$ cat src/adg_pkg.sv
// package: constants and types of the absolute and direct address generator
package adg_pkg;
   localparam int ADG_DATA_AW = 23;
   localparam int ADG_IO_AW   = 16;
   localparam int ADG_PAGE_W  = 7;
   localparam int ADG_PTR_W   = 16;
   localparam int ADG_OFF_W   = 7;
   localparam int ADG_PERI_W  = 9;
   localparam int ADG_EXT_W   = 24;
   localparam int ADG_APB_AW  = 8;
   localparam int ADG_CNT_W   = 8;

   // register byte offsets
   localparam logic [7:0] ADG_OFS_DPH  = 8'h00;
   localparam logic [7:0] ADG_OFS_DP   = 8'h04;
   localparam logic [7:0] ADG_OFS_XDP  = 8'h08;
   localparam logic [7:0] ADG_OFS_SPH  = 8'h0c;
   localparam logic [7:0] ADG_OFS_SP   = 8'h10;
   localparam logic [7:0] ADG_OFS_PDP  = 8'h14;
   localparam logic [7:0] ADG_OFS_ST1  = 8'h18;
   localparam logic [7:0] ADG_OFS_LAST = 8'h1c;
   localparam logic [7:0] ADG_OFS_REFC = 8'h20;

   // field positions
   localparam int ADG_ST1_CPL_BIT  = 0;
   localparam int ADG_LAST_IO_BIT  = 23;
   localparam int ADG_LAST_BIT_BIT = 24;

   // reset values
   localparam logic [6:0]  ADG_RST_DPH = 7'h00;
   localparam logic [15:0] ADG_RST_DP  = 16'h0000;
   localparam logic [6:0]  ADG_RST_SPH = 7'h00;
   localparam logic [15:0] ADG_RST_SP  = 16'h0000;
   localparam logic [8:0]  ADG_RST_PDP = 9'h000;
   localparam logic        ADG_RST_CPL = 1'b0;

   typedef enum logic [2:0] {
      ADG_MODE_K16,
      ADG_MODE_K23,
      ADG_MODE_IO_ABS,
      ADG_MODE_DIRECT,
      ADG_MODE_REG_BIT,
      ADG_MODE_PDP
   } adg_mode_t;
endpackage

$ cat src/adg_calc_if.sv
// interface: page state and operand in, formed address out
`timescale 1ns/1ps
`default_nettype none
interface adg_calc_if;
   import adg_pkg::*;
   adg_mode_t          mode;
   logic [23:0]        ext;
   logic [6:0]         offset;
   logic               mmr_qual;
   logic               direct_mode_select;
   logic [6:0]         data_page_high;
   logic [15:0]        dp;
   logic [6:0]         stack_page_high;
   logic [15:0]        sp;
   logic [8:0]         peripheral_page_register;
   logic [22:0]        addr;
   logic               is_io;
   logic               is_bit;
   modport regs (output mode, ext, offset, mmr_qual, direct_mode_select, data_page_high, dp, stack_page_high, sp,
                 peripheral_page_register, input addr, is_io, is_bit);
   modport calc (input mode, ext, offset, mmr_qual, direct_mode_select, data_page_high, dp, stack_page_high, sp,
                 peripheral_page_register, output addr, is_io, is_bit);
endinterface
`default_nettype wire

$ cat src/adg_addr_calc.sv
// module: combinational address former for absolute and direct modes
`timescale 1ns/1ps
`default_nettype none
module adg_addr_calc
(
   adg_calc_if.calc c
);
   import adg_pkg::*;

   logic [15:0] dp_eff;
   logic [6:0]  dph_eff;

   // register-space qualifier acts as zero page and zero pointer
   always_comb
   begin
      dp_eff  = c.mmr_qual ? 16'h0000 : c.dp;
      dph_eff = c.mmr_qual ? 7'h00 : c.data_page_high;
   end

   always_comb
   begin
      c.addr   = 23'h000000;
      c.is_io  = 1'b0;
      c.is_bit = 1'b0;
      case (c.mode)
         ADG_MODE_K16:
            c.addr = {c.data_page_high, c.ext[15:0]};
         ADG_MODE_K23:
            c.addr = c.ext[22:0];
         ADG_MODE_IO_ABS:
         begin
            c.addr  = {7'h00, c.ext[15:0]};
            c.is_io = 1'b1;
         end
         ADG_MODE_DIRECT:
            // 16-bit sum truncates: wraps inside the main page
            if (c.direct_mode_select)
               c.addr = {c.stack_page_high, 16'(c.sp + {9'h000, c.offset})};
            else
               c.addr = {dph_eff, 16'(dp_eff + {9'h000, c.offset})};
         ADG_MODE_REG_BIT:
         begin
            c.addr   = {16'h0000, c.offset};
            c.is_bit = 1'b1;
         end
         ADG_MODE_PDP:
         begin
            c.addr  = {7'h00, c.peripheral_page_register, c.offset};
            c.is_io = 1'b1;
         end
         default:
            c.addr = 23'h000000;
      endcase
   end
endmodule // adg_addr_calc
`default_nettype wire

$ cat src/adg_top.sv
// module: address generator top with page registers over apb
//
// Contract
// - short constant mode joins high page and constant
// - constant comes from two or three extension bytes
// - long constant mode drops extension top bit
// - absolute modes never issued when paired
// - io absolute uses constant unchanged
// - select bit picks page or stack direct
// - bit and peripheral direct ignore select bit
// - page direct upper bits from high page
// - page direct low bits pointer plus offset
// - page pointer takes any start address
// - page halves writable apart and together
// - direct low sum wraps inside page
// - stack direct uses stack page and pointer
// - bit direct offset is register bit address
// - peripheral direct uses page register and offset
// - register-space qualifier changes offset use
// - qualifier forces page and pointer to zero
// - stack direct adds unsigned seven-bit offset
// - peripheral page gives upper nine bits
//
// Decided for this implementation: the placing of the registers and register access over APB.
`timescale 1ns/1ps
`default_nettype none
module adg_top
(
   input  wire logic                   pclk,
   input  wire logic                   presetn,
   input  wire logic                   psel,
   input  wire logic                   penable,
   input  wire logic                   pwrite,
   input  wire logic [7:0]             paddr,
   input  wire logic [31:0]            pwdata,
   output var  logic [31:0]            prdata,
   output var  logic                   pready,
   output var  logic                   pslverr,
   input  wire logic                   op_valid,
   input  wire adg_pkg::adg_mode_t     op_mode,
   input  wire logic [23:0]            op_ext,
   input  wire logic [6:0]             op_offset,
   input  wire logic                   op_mmr_qual,
   input  wire logic                   op_bit_pair,
   input  wire logic                   op_paired,
   output var  logic                   addr_valid,
   output var  logic [22:0]            addr_out,
   output var  logic                   addr_is_io,
   output var  logic                   addr_is_bit,
   output var  logic                   addr_bit_pair,
   output var  logic                   pair_refused
);
   import adg_pkg::*;

   logic [6:0]   dph_reg;
   logic [15:0]  dp_reg;
   logic [6:0]   sph_reg;
   logic [15:0]  sp_reg;
   logic [8:0]   pdp_reg;
   logic         cpl_reg;
   logic [7:0]   refused_cnt_reg;
   logic [31:0]  rdata_next;
   logic         rerr_next;
   logic         wr_take;
   logic         setup;
   logic         is_abs;
   logic         refuse;
   logic         accept;

   adg_calc_if calc_bus ();

   function automatic logic mode_is_abs(input adg_mode_t m);
      return (m == ADG_MODE_K16) || (m == ADG_MODE_K23) ||
             (m == ADG_MODE_IO_ABS);
   endfunction

   function automatic logic addr_mapped(input logic [7:0] a);
      return (a == ADG_OFS_DPH) || (a == ADG_OFS_DP) ||
             (a == ADG_OFS_XDP) || (a == ADG_OFS_SPH) ||
             (a == ADG_OFS_SP) || (a == ADG_OFS_PDP) ||
             (a == ADG_OFS_ST1) || (a == ADG_OFS_LAST) ||
             (a == ADG_OFS_REFC);
   endfunction

   function automatic logic addr_read_only(input logic [7:0] a);
      return (a == ADG_OFS_LAST) || (a == ADG_OFS_REFC);
   endfunction

   assign setup   = psel && !penable;
   assign wr_take = psel && penable && pready && pwrite && !pslverr;
   assign is_abs  = mode_is_abs(op_mode);
   // the extension word fills the pairing slot
   assign refuse  = op_valid && is_abs && op_paired;
   assign accept  = op_valid && !refuse;

   // operand path into the address former
   assign calc_bus.mode     = op_mode;
   assign calc_bus.ext      = op_ext;
   assign calc_bus.offset   = op_offset;
   assign calc_bus.mmr_qual = op_mmr_qual;
   assign calc_bus.direct_mode_select      = cpl_reg;
   assign calc_bus.data_page_high      = dph_reg;
   assign calc_bus.dp       = dp_reg;
   assign calc_bus.stack_page_high      = sph_reg;
   assign calc_bus.sp       = sp_reg;
   assign calc_bus.peripheral_page_register      = pdp_reg;

   adg_addr_calc u_calc
   (
      .c (calc_bus.calc)
   );

   // apb: answer prepared in setup, pready high in the access phase
   always_ff @(posedge pclk or negedge presetn)
   begin
      if (!presetn)
         pready <= 1'b0;
      else
         pready <= setup;
   end

   always_comb
   begin
      rdata_next = 32'h00000000;
      rerr_next  = 1'b0;
      if (!addr_mapped(paddr))
         rerr_next = 1'b1;
      else if (pwrite && addr_read_only(paddr))
         rerr_next = 1'b1;
      else if (paddr == ADG_OFS_DPH)
         rdata_next = {25'h0000000, dph_reg};
      else if (paddr == ADG_OFS_DP)
         rdata_next = {16'h0000, dp_reg};
      else if (paddr == ADG_OFS_XDP)
         rdata_next = {9'h000, dph_reg, dp_reg};
      else if (paddr == ADG_OFS_SPH)
         rdata_next = {25'h0000000, sph_reg};
      else if (paddr == ADG_OFS_SP)
         rdata_next = {16'h0000, sp_reg};
      else if (paddr == ADG_OFS_PDP)
         rdata_next = {23'h000000, pdp_reg};
      else if (paddr == ADG_OFS_ST1)
         rdata_next = {31'h00000000, cpl_reg};
      else if (paddr == ADG_OFS_LAST)
         rdata_next = {7'h00, addr_is_bit, addr_is_io, addr_out};
      else
         rdata_next = {24'h000000, refused_cnt_reg};
   end

   always_ff @(posedge pclk or negedge presetn)
   begin
      if (!presetn)
      begin
         prdata  <= 32'h00000000;
         pslverr <= 1'b0;
      end
      else if (setup)
      begin
         prdata  <= pwrite ? 32'h00000000 : rdata_next;
         pslverr <= rerr_next;
      end
      else if (!psel)
      begin
         prdata  <= 32'h00000000;
         pslverr <= 1'b0;
      end
   end

   // data page: halves apart or both at once
   always_ff @(posedge pclk or negedge presetn)
   begin
      if (!presetn)
      begin
         dph_reg <= ADG_RST_DPH;
         dp_reg  <= ADG_RST_DP;
      end
      else if (wr_take)
      begin
         if (paddr == ADG_OFS_DPH)
            dph_reg <= pwdata[6:0];
         else if (paddr == ADG_OFS_DP)
            dp_reg <= pwdata[15:0];
         else if (paddr == ADG_OFS_XDP)
         begin
            dph_reg <= pwdata[22:16];
            dp_reg  <= pwdata[15:0];
         end
      end
   end

   // stack page and pointer
   always_ff @(posedge pclk or negedge presetn)
   begin
      if (!presetn)
      begin
         sph_reg <= ADG_RST_SPH;
         sp_reg  <= ADG_RST_SP;
      end
      else if (wr_take)
      begin
         if (paddr == ADG_OFS_SPH)
            sph_reg <= pwdata[6:0];
         else if (paddr == ADG_OFS_SP)
            sp_reg <= pwdata[15:0];
      end
   end

   // peripheral page and direct mode select
   always_ff @(posedge pclk or negedge presetn)
   begin
      if (!presetn)
      begin
         pdp_reg <= ADG_RST_PDP;
         cpl_reg <= ADG_RST_CPL;
      end
      else if (wr_take)
      begin
         if (paddr == ADG_OFS_PDP)
            pdp_reg <= pwdata[8:0];
         else if (paddr == ADG_OFS_ST1)
            cpl_reg <= pwdata[ADG_ST1_CPL_BIT];
      end
   end

   // one registered stage toward the access stage
   always_ff @(posedge pclk or negedge presetn)
   begin
      if (!presetn)
      begin
         addr_valid    <= 1'b0;
         addr_out      <= 23'h000000;
         addr_is_io    <= 1'b0;
         addr_is_bit   <= 1'b0;
         addr_bit_pair <= 1'b0;
      end
      else
      begin
         addr_valid <= accept;
         if (accept)
         begin
            addr_out      <= calc_bus.addr;
            addr_is_io    <= calc_bus.is_io;
            addr_is_bit   <= calc_bus.is_bit;
            // two adjacent bits only mean something in bit mode
            addr_bit_pair <= calc_bus.is_bit && op_bit_pair;
         end
      end
   end

   // refusal pulse and a saturating count for software
   always_ff @(posedge pclk or negedge presetn)
   begin
      if (!presetn)
      begin
         pair_refused    <= 1'b0;
         refused_cnt_reg <= 8'h00;
      end
      else
      begin
         pair_refused <= refuse;
         if (refuse && refused_cnt_reg != 8'hff)
            refused_cnt_reg <= refused_cnt_reg + 8'h01;
      end
   end
endmodule // adg_top
`default_nettype wire

$ cat config.mk
export PLATFORM = sky130hd
export DESIGN_NAME = adg_top
export DESIGN_NICKNAME = d
export VERILOG_FILES = /design/src/adg_pkg.sv /design/src/adg_calc_if.sv /design/src/adg_addr_calc.sv /design/src/adg_top.sv
export SDC_FILE = /design/constraint.sdc
export NUM_CORES = 1
export LEC_CHECK = 0
export ABC_AREA = 1
export BUFFER_PORTS_ARGS = -buffer_cell sky130_fd_sc_hd__buf_2
export CAP_MARGIN = 5
export CORE_ASPECT_RATIO = 0.7
export CORE_MARGIN = 5
export CORE_UTILIZATION = 35
export CTS_BUF_LIST = sky130_fd_sc_hd__clkbuf_8
export CTS_CLUSTER_SIZE = 30
export DETAILED_ROUTE_END_ITERATION = 8
export GPL_ROUTABILITY_DRIVEN = 0
export SYNTH_ARGS = -nofsm -noshare
export SYNTH_HDL_FRONTEND = slang
export SYNTH_SLANG_ARGS = --single-unit
$ cat constraint.sdc
create_clock -name pclk -period 3 [get_ports pclk]
set_clock_uncertainty 0.05 [all_clocks]
set_input_delay 0.3 -clock pclk [delete_from_list [all_inputs] [get_ports pclk]]
set_output_delay 0.3 -clock pclk [all_outputs]
set_load 0.1 [all_outputs]
==> summary.md, run 1 <==
| Metric | Value |
|---|---|
| Status | `finished clean` |
| Cell depth of the worst hold path | `2` |
| Final TNS setup | `0 ns` |
| Root Buffer | `clkbuf_8` |
| CP startpoint kind | `flop` |
| Most Crowded Layer GR | `met1` |
| Largest net degree at the start of global routing | `53` |
| Worst EP required | `3.32 ns` |
| Met3 usage | `5.64%` |
| First-pass GRT wire length | `35.2 mm` |
| Worst slew pin tran | `0.730 ns` |
| Area grow syn2layout | `17.1%` |
| Diodes inserted | `0` |
| Max_cap viols | `0` |
| Final min period | `2.66 ns` |
| CP Max Fanout | `8` |
| Reg clk slew, reported paths | `0.08 ns` |
| Fin worst setup slack | `0.345 ns` |
| Syn_area_per_cell | `7.44 sq um` |
| Setup violators final | `0` |
| Layout net count | `1179` |
| DRT Pass-1 Iters | `5` |
| Antenna Nets Post-Route | `0` |
| Setup WS pre-CTS | `0.372 ns` |
| Min-delay src | `penable` |
| Total grt overflow | `0` |
| Most frequent CP cell | `nand2_1` |
| Rel. slew slack | `51.3%` |
| Static Leak | `4.30 nW` |
| Register area share after synthesis | `41.7%` |
| Std-Cell Core Area | `20000 sq um` |
| Crit path DAT | `2.98 ns` |
| RSZ-0062 raised after global routing | `no` |
| Final Hold Fails | `0` |
| Total power | `4.09 mW` |
| Worst hold margin | `0.0520 ns` |
| Power per cell area | `489 nW/um^2` |
| Die Y | `130 um` |
| Crit Path Category | `reg2reg` |
| Crit path largest cell delay | `0.49 ns` |
| Slowest-stage cell, CP | `dfrtp_1` |
| WL final | `22.7 mm` |
| DRC Markers | `0` |
| CP Cell Sequence | `inv_1, o21ai_0, ha_1, fa_1, nand2_1, nand3_1, nand2_1, nand2_1, nand2_1, nand3_1, nand3_1, nand2_1, o21ai_0` |
| Initial drt markers | `663` |
| Clock Latency Late Sink | `0.45 ns` |
| Vias after detailed routing | `6739` |
| Synth warnings | `0` |
| Initial core utilization | `35.8%` |
| Die area | `23400 sq um` |
| Grt met1 use | `29.3%` |
| Design area | `8370 sq um` |
| Biggest regs | `prdata x25, addr_out x23` |
| Placed Area | `7970 sq um` |
| H-tree depth | `4` |
| CTS Hold Bufs | `1` |
| DR vias/cell | `4.93` |
| Largest reg by FF count | `prdata` |
| Share of cells above drive strength 1 | `20.3%` |
| CTS tree | `yes` |
| Synth cell types | `47` |
| Mapped Cells | `961` |
| Seq cells post-synth | `119` |
| Vias in the first global route | `6216` |
| End of the worst register-to-register path | `addr_out[8]` |
| Fmax | `377 MHz` |
| Cts repair resizes | `0` |
| Met2 Usage GRT | `27.1%` |
| Average wire per standard cell | `16.6 um` |
| Crit. End Element | `flop` |
| Die X | `181 um` |
| R2R Setup Slk | `0.34 ns` |
| Worst-case hold path end point | `pready` |
| Post-CTS setup buffer count | `0` |
| # port buffers | `127` |
| Std cell rows | `43` |
| Bufs on Longest Clock Path | `2` |
| GRT Util Overall | `19.3%` |
| RR Startpoint | `calc_bus.direct_mode_select` |
| Syn Std Cell Area | `7150 sq um` |
| Initial antenna violation count | `0` |
| Max reg flops | `25` |
| Hold WC Path Type | `in2reg` |
| Post-DP HPWL | `17.6 mm` |
| Cells on worst reg2reg path | `13` |
| Max-slew violations | `0` |
| Peak VDD IR | `223 uV` |
| Clock sink count | `119` |
| I/O pins | `145` |
| CTS buffer count | `17` |
| Fin crit share | `88.5%` |
[worst max-delay path, delay by kind of cell, from the launching register on]
family	cells	cell delay, ns
buffers and inverters	1	0.26
AND/OR/NAND/NOR	8	0.83
adder cells (fa/ha/maj)	2	0.70
flip-flops	1	0.49
AO/OA/AOI/OAI	2	0.27
[how the worst max path moves through the flow]
stage / from / to / depth (start not counted)
floorplan: calc_bus.direct_mode_select / addr_out[10] / 16
global placement: calc_bus.direct_mode_select / addr_out[8] / 13
detailed placement: calc_bus.direct_mode_select / addr_out[8] / 13
CTS: calc_bus.direct_mode_select / addr_out[8] / 13
global route: calc_bus.direct_mode_select / addr_out[11] / 13
finish: calc_bus.direct_mode_select / addr_out[8] / 13
[cells in the final DEF (no fill, tap or decap), drive strengths merged, types with 8 or more instances in the layout]
| cell type | Yosys | final |
|---|---|---|
| clkinv | 1 | 8 |
| a21oi | 38 | 38 |
| buf | 29 | 140 |
| ha | 10 | 10 |
| nand2 | 341 | 341 |
| clkbuf | 13 | 17 |
| nand3 | 74 | 74 |
| o21ai | 107 | 107 |
| nor2 | 59 | 59 |
| o22ai | 12 | 12 |
| a22o | 12 | 12 |
| inv | 101 | 103 |
| dfrtp | 119 | 119 |
| nand4 | 8 | 8 |
[synthesized netlist by cell type (all sizes together)]
library cell / n / share of area, %
clkbuf: 13 / 0.68
clkinv: 1 / 0.052
o2111ai: 7 / 0.86
a21boi: 3 / 0.32
a21o: 3 / 0.32
nor3: 2 / 0.21
nand2: 341 / 19
conb: 1 / 0.052
fa: 1 / 0.28
xnor2: 1 / 0.12
a22o: 12 / 1.5
a31oi: 3 / 0.26
nor2: 59 / 5.1
o21bai: 2 / 0.21
ha: 10 / 1.8
mux2: 1 / 0.16
inv: 101 / 5.5
or2: 1 / 0.088
dfrtp: 119 / 42
buf: 29 / 3.1
a21oi: 38 / 2.7
o21ai: 107 / 7.8
nand3: 74 / 5.4
xor2: 6 / 0.74
o22ai: 12 / 1.1
nand4: 8 / 0.91
o211ai: 5 / 0.53
nand3b: 1 / 0.11
[power breakdown]
group	internal (mW)	switching, mW	total [mW]
Clock	0.738	0.725	1.46
Sequential	1.68	0.0805	1.76
Combinational	0.199	0.670	0.869
Total	2.62	1.48	4.09
[through the flow]
| step | utilization, % | std cells |
|---|---|---|
| floorplan | - | 967 |
| global placement | 39.9 | 1335 |
| detailed placement | 39.9 | 1335 |
| CTS | 41.9 | 1368 |
| global route | 41.9 | 1368 |
| finish | 41.9 | 1368 |
[metal layers]
layer / share of wire (%) / vias to the layer above / wire [um]
met1: 51 / 3162 / 11500
met4: 0.87 / 0 / 198
li1: - / 3364 / -
met2: 42 / 199 / 9450
met5: 0 / - / 0
met3: 6.9 / 14 / 1570
[cells by family after synthesis]
group / count (synthesis) / synth area share [%]
xor+xnor: 7 / 0.858
fa+ha+maj: 11 / 2.03
flops: 119 / 41.7
other cells: 1 / 0.0525
mux: 1 / 0.158
buf+inv: 144 / 9.35
simple gates: 486 / 30.5
compound gates: 192 / 15.4
[area by class of cell]
cell class              count  area (sq um)
clock buffers              17           234
clock inverters            15           156
fillers                  2121         11600
inverters                 102           395
multi-input cells         704          3520
flip-flops and latches    119          2980
well taps                 270           338
repair buffers            141           746
Note: power is estimated with default switching activity, not from simulation.
==> run 2: changes to the inputs <==
- BUFFER_PORTS_ARGS: -buffer_cell sky130_fd_sc_hd__buf_2 -> -buffer_cell sky130_fd_sc_hd__buf_4
==> summary.md, run 2 (synthesized netlist as in run 1, its figures left out) <==
| Metric | Value |
|---|---|
| Cts repair resizes | `0` |
| Reg area | `2980 sq um` |
| Final min period | `2.65 ns` |
| Crit path DAT | `2.98 ns` |
| Internal | `2.81 mW` |
| Antenna Nets Post-Route | `0` |
| Fmax | `378 MHz` |
| Std cell rows | `43` |
| Reg clk slew, reported paths | `0.08 ns` |
| CTS tree | `yes` |
| Rel. slew slack | `54.3%` |
| Crit Path Category | `reg2reg` |
| Total power | `4.27 mW` |
| Std-Cell Core Area | `20000 sq um` |
| Final TNS setup | `0 ns` |
| Setup violators final | `0` |
| Die X | `181 um` |
| I/O pins | `145` |
| Cell depth of the worst hold path | `2` |
| Crit. End Element | `flop` |
| Total grt overflow | `0` |
| Power per cell area | `490 nW/um^2` |
| CP Max Fanout | `8` |
| Worst slew pin tran | `0.685 ns` |
| Post-Place Cells | `1332` |
| Initial antenna violation count | `0` |
| Post-Layout Cell Count | `1364` |
| Share of cells above drive strength 1 | `20.1%` |
| Cells on worst reg2reg path | `13` |
| Switching part of the total | `34.3%` |
| Worst setup startpoint | `calc_bus.direct_mode_select` |
| First-pass GRT wire length | `34.6 mm` |
| DRT Pass-1 Iters | `5` |
| Design area | `8710 sq um` |
| Die area | `23400 sq um` |
| DRC Markers | `0` |
| RR Startpoint | `calc_bus.direct_mode_select` |
| Static Leak | `4.36 nW` |
| Clock power frac | `37.3%` |
| Vias in the first global route | `6105` |
| Max-slew violations | `0` |
| Clock sink count | `119` |
| Final Hold Fails | `0` |
| Max reg flops | `25` |
| Initial core utilization | `35.8%` |
| RSZ-0062 raised after global routing | `no` |
| GRT Util Overall | `19.1%` |
| Status | `finished clean` |
| Post-DP HPWL | `17.1 mm` |
| Fin crit share | `88.2%` |
| Biggest regs | `prdata x25, addr_out x23` |
| Peak VDD IR | `243 uV` |
| Max_cap viols | `0` |
| CTS buffer count | `17` |
| Root Buffer | `clkbuf_8` |
| Largest reg by FF count | `prdata` |
| Commonest non-fill, non-tap cells in the layout | `nand2_1 (332), buf_4 (136), dfrtp_1 (119), o21ai_0 (91), inv_1 (87)` |
| Min-delay src | `penable` |
| Clock Latency Late Sink | `0.47 ns` |
| Bufs on Longest Clock Path | `2` |
| # port buffers | `127` |
| Initial drt markers | `594` |
| Vias after detailed routing | `6723` |
| WL final | `22.6 mm` |
| H-tree depth | `4` |
| Hold WC Path Type | `in2reg` |
| Part of the power in registers | `41.3%` |
| DR vias/cell | `4.93` |
| Diodes inserted | `0` |
| Layout net count | `1176` |
| Die Y | `130 um` |
| Fillers | `2114` |
| Commonest non-fill, non-tap cell in the layout | `nand2_1` |
| Logic pwr share | `21.4%` |
| Multi-input gate area | `3520 sq um` |
| Placed Area | `8270 sq um` |
| Worst EP required | `3.34 ns` |
| Average wire per standard cell | `16.6 um` |
| Worst hold margin | `0.0221 ns` |
| Largest net degree at the start of global routing | `120` |
| Post-CTS setup buffer count | `0` |
| Psw | `1.46 mW` |
| CP startpoint kind | `flop` |
| Area grow syn2layout | `21.9%` |
run 2: cell types whose count changed in the layout (fill, tap and decap cells not counted), sizes merged:
cell      previous run  this run
clkinv               8         3
buf                140       137
clkbuf              17        20
clkinvlp             4         6
bufinv               2         3
inv                103       101
run 2: power groups by stage:
stage          clock network (mW)  logic [mW]  registers, mW
5_1_grt                      1.68       0.989           1.77
4_1_cts                      1.61       0.923           1.76
3_3_place_gp                    0       0.914           1.79
3_5_place_dp                    0       0.919           1.79
2_1_floorplan                   0       0.351           2.05
6_report                     1.59       0.914           1.76
run 2: path summary, 6_finish.rpt:
kind / end / slack (ns)
max reg2reg: addr_out[8] / 0.35
max: addr_out[8] / 0.35
min in group asynchronous: refused_cnt_reg[6] / 0.39
max in group asynchronous: calc_bus.stack_page_high[4] / 1.96
min reg2reg: prdata[0] / 0.44
min: pready / 0.02
run 2: worst max-delay path, cell delays in order, from the launching register on:
cell	delay (ns)
dfrtp_1	0.48
inv_1	0.26
o21ai_0	0.19
ha_1	0.25
fa_1	0.45
nand2_1	0.10
nand3_1	0.15
nand2_1	0.12
nand2_1	0.12
nand2_1	0.09
nand3_1	0.11
nand3_1	0.10
nand2_1	0.05
o21ai_0	0.07
run 2: final cells by class:
class	count	area share [%]
Multi-Input combinational cell	704	40.4
Sequential cell	119	34.2
Clock buffer	20	3.16
Tap cell	270	3.88
Timing Repair Buffer	138	12.1
Clock inverter	11	1.71
Inverter	102	4.54
run 2: per-stage QoR:
| step | util (%) | setup WS [ns] |
|---|---|---|
| finish | 43.6 | 0.355 |
| global route | 43.6 | 0.138 |
| CTS | 43.6 | 0.346 |
| detailed placement | 41.5 | 0.364 |
| global placement | 41.5 | 0.429 |
| floorplan | - | 0.631 |
run 2: timing repair:
action	4_1_cts	5_1_grt
hold buffers	1	0
endpoints found under the setup margin	0	0
hold endpoints to repair	119	0
run 2: routing by layer:
layer / share of wire [%] / wire length [um] / GRT usage [%]
met1: 50 / 11300 / 29.1
met2: 42 / 9480 / 27.1
met3: 6.9 / 1560 / 4.91
met4: 0.97 / 219 / 4.22
met5: 0 / 0 / 0
==> run 3: changes to the inputs <==
- CORE_UTILIZATION: 35 -> 57
- PLACE_DENSITY: unset -> 0.82
==> summary.md, run 3 (synthesized netlist as in run 1, its figures left out) <==
| Metric | Value |
|---|---|
| Status | `finished clean` |
| Commonest non-fill, non-tap cells in the layout | `nand2_1 (332), buf_4 (138), dfrtp_1 (119), o21ai_0 (91), inv_1 (89)` |
| Die area | `14900 sq um` |
| WL met1 | `8.96 mm` |
| GRT Util Overall | `28.4%` |
| Vias in the first global route | `6383` |
| Bufs on Longest Clock Path | `2` |
| Clock power frac | `37.2%` |
| Largest net degree at the start of global routing | `61` |
| Logic pwr share | `21.6%` |
| Initial core utilization | `57.9%` |
| Post-DP HPWL | `15.8 mm` |
| Worst slew pin tran | `0.782 ns` |
| Die Y | `104 um` |
| Slowest-stage cell, CP | `dfrtp_1` |
| Initial antenna violation count | `0` |
| Peak VDD IR | `391 uV` |
| Switching part of the total | `33.8%` |
| Max_cap viols | `0` |
| Top Metal Used | `met4` |
| I/O pins | `145` |
| Critical path's top delay family | `simple AND/OR/NAND/NOR gates` |
| Clock Latency Late Sink | `0.45 ns` |
| Max reg flops | `25` |
| Crit path largest cell delay | `0.47 ns` |
| DRC Markers | `0` |
| Worst EP required | `3.31 ns` |
| Max-slew violations | `0` |
| WL final | `20.9 mm` |
| Fin crit share | `86.5%` |
| CTS tree | `yes` |
| H-tree depth | `4` |
| CP Max Fanout | `8` |
| CP bufs+invs | `1` |
| Diodes inserted | `0` |
| Hold WC Path Type | `in2reg` |
| # port buffers | `127` |
| Total grt overflow | `0` |
| Initial drt markers | `656` |
| Root Buffer | `clkbuf_8` |
| Area grow syn2layout | `20.1%` |
| Metal3 WL | `2.51 mm` |
| Vias after detailed routing | `7028` |
| DRT Pass-1 Iters | `5` |
| RSZ-0062 raised after global routing | `no` |
| Final min period | `2.59 ns` |
| Reg clk slew, reported paths | `0.07 ns` |
| Internal | `2.82 mW` |
| Crit path DAT | `2.91 ns` |
| Layout net count | `1178` |
| Power per cell area | `496 nW/um^2` |
| Rel. slew slack | `47.9%` |
| Met2 wire len | `9.09 mm` |
| Share of cells above drive strength 1 | `20.1%` |
| Crit. End Element | `flop` |
| Part of the power in registers | `41.3%` |
| Antenna Nets Post-Route | `0` |
| Final TNS setup | `0 ns` |
| Static Leak | `4.39 nW` |
| Std-Cell Core Area | `12300 sq um` |
| DR vias/cell | `5.59` |
| Average wire per standard cell | `16.6 um` |
| CTS buffer count | `17` |
| Largest reg by FF count | `prdata` |
| Setup violators final | `0` |
| Biggest regs | `prdata x25, addr_out x23` |
| Post-CTS setup buffer count | `0` |
| First-pass GRT wire length | `33.4 mm` |
| Die X | `144 um` |
| CP startpoint kind | `flop` |
| CP Cell Sequence | `inv_1, o21ai_0, ha_1, fa_1, nand2_1, nand3_1, nand2_1, nand2_1, nand2_1, nand3_1, nand3_1, nand2_1, o21ai_0` |
| Psw | `1.44 mW` |
| Most frequent CP cell | `nand2_1` |
| Final Util | `69.6%` |
| Crit Path Category | `reg2reg` |
| Std cell rows | `34` |
| Fmax | `385 MHz` |
| Clock sink count | `119` |
| Commonest non-fill, non-tap cell in the layout | `nand2_1` |
| Final Hold Fails | `0` |
-- run 3: path summary, 6_finish.rpt --
kind	start	endpoint	depth (start not counted)	slack (ns)
setup / recovery	calc_bus.direct_mode_select	addr_out[8]	13	0.41
hold / removal	penable	pready	2	0.05
setup reg to reg	calc_bus.direct_mode_select	addr_out[8]	13	0.41
hold reg to reg	prdata[9]	prdata[9]	2	0.43
max in group asynchronous	presetn	addr_out[8]	3	1.75
min in group asynchronous	presetn	refused_cnt_reg[6]	2	0.43
-- run 3: stage by stage --
step           hold slack, ns  instances  setup slack, ns  cell area, sq um  power (mW)
3_3_place_gp            0.370       1226            0.509              8150        2.69
5_1_grt                0.0346       1258            0.183              8580        4.41
4_1_cts                0.0349       1258            0.413              8580        4.25
3_5_place_dp            0.373       1226            0.454              8150        2.69
6_report               0.0485       1258            0.406              8580        4.26
2_1_floorplan         -0.0456        967            0.631              7170        2.40
-- run 3: what timing repair did --
action / in CTS / in global routing
resized for setup: 0 / 0
hold buffers: 1 / 0
endpoints found under the hold margin: 57 / 0
setup endpoints to repair: 0 / 0
-- run 3: power by group through the flow --
stage                     Clock [mW]  Combinational [mW]  Sequential, mW
after floorplan                    0               0.351            2.05
after global placement             0               0.899            1.79
after detailed placement           0               0.908            1.79
after CTS                       1.58               0.917            1.76
after global routing            1.65               0.989            1.77
final                           1.58               0.918            1.76
-- run 3: layer usage --
metal  GRT usage (%)  vias up
met5               0        -
met4            6.32        0
met3            8.20       34
met2            41.2      395
met1            42.2     3241
li1                -     3358
-- run 3: cell type report --
type | count | area (sq um)
inverters | 102 | 395
flip-flops and latches | 119 | 2980
fillers | 1048 | 3750
well taps | 162 | 203
repair buffers | 140 | 1070
clock buffers | 17 | 234
clock inverters | 14 | 186
multi-input cells | 704 | 3520
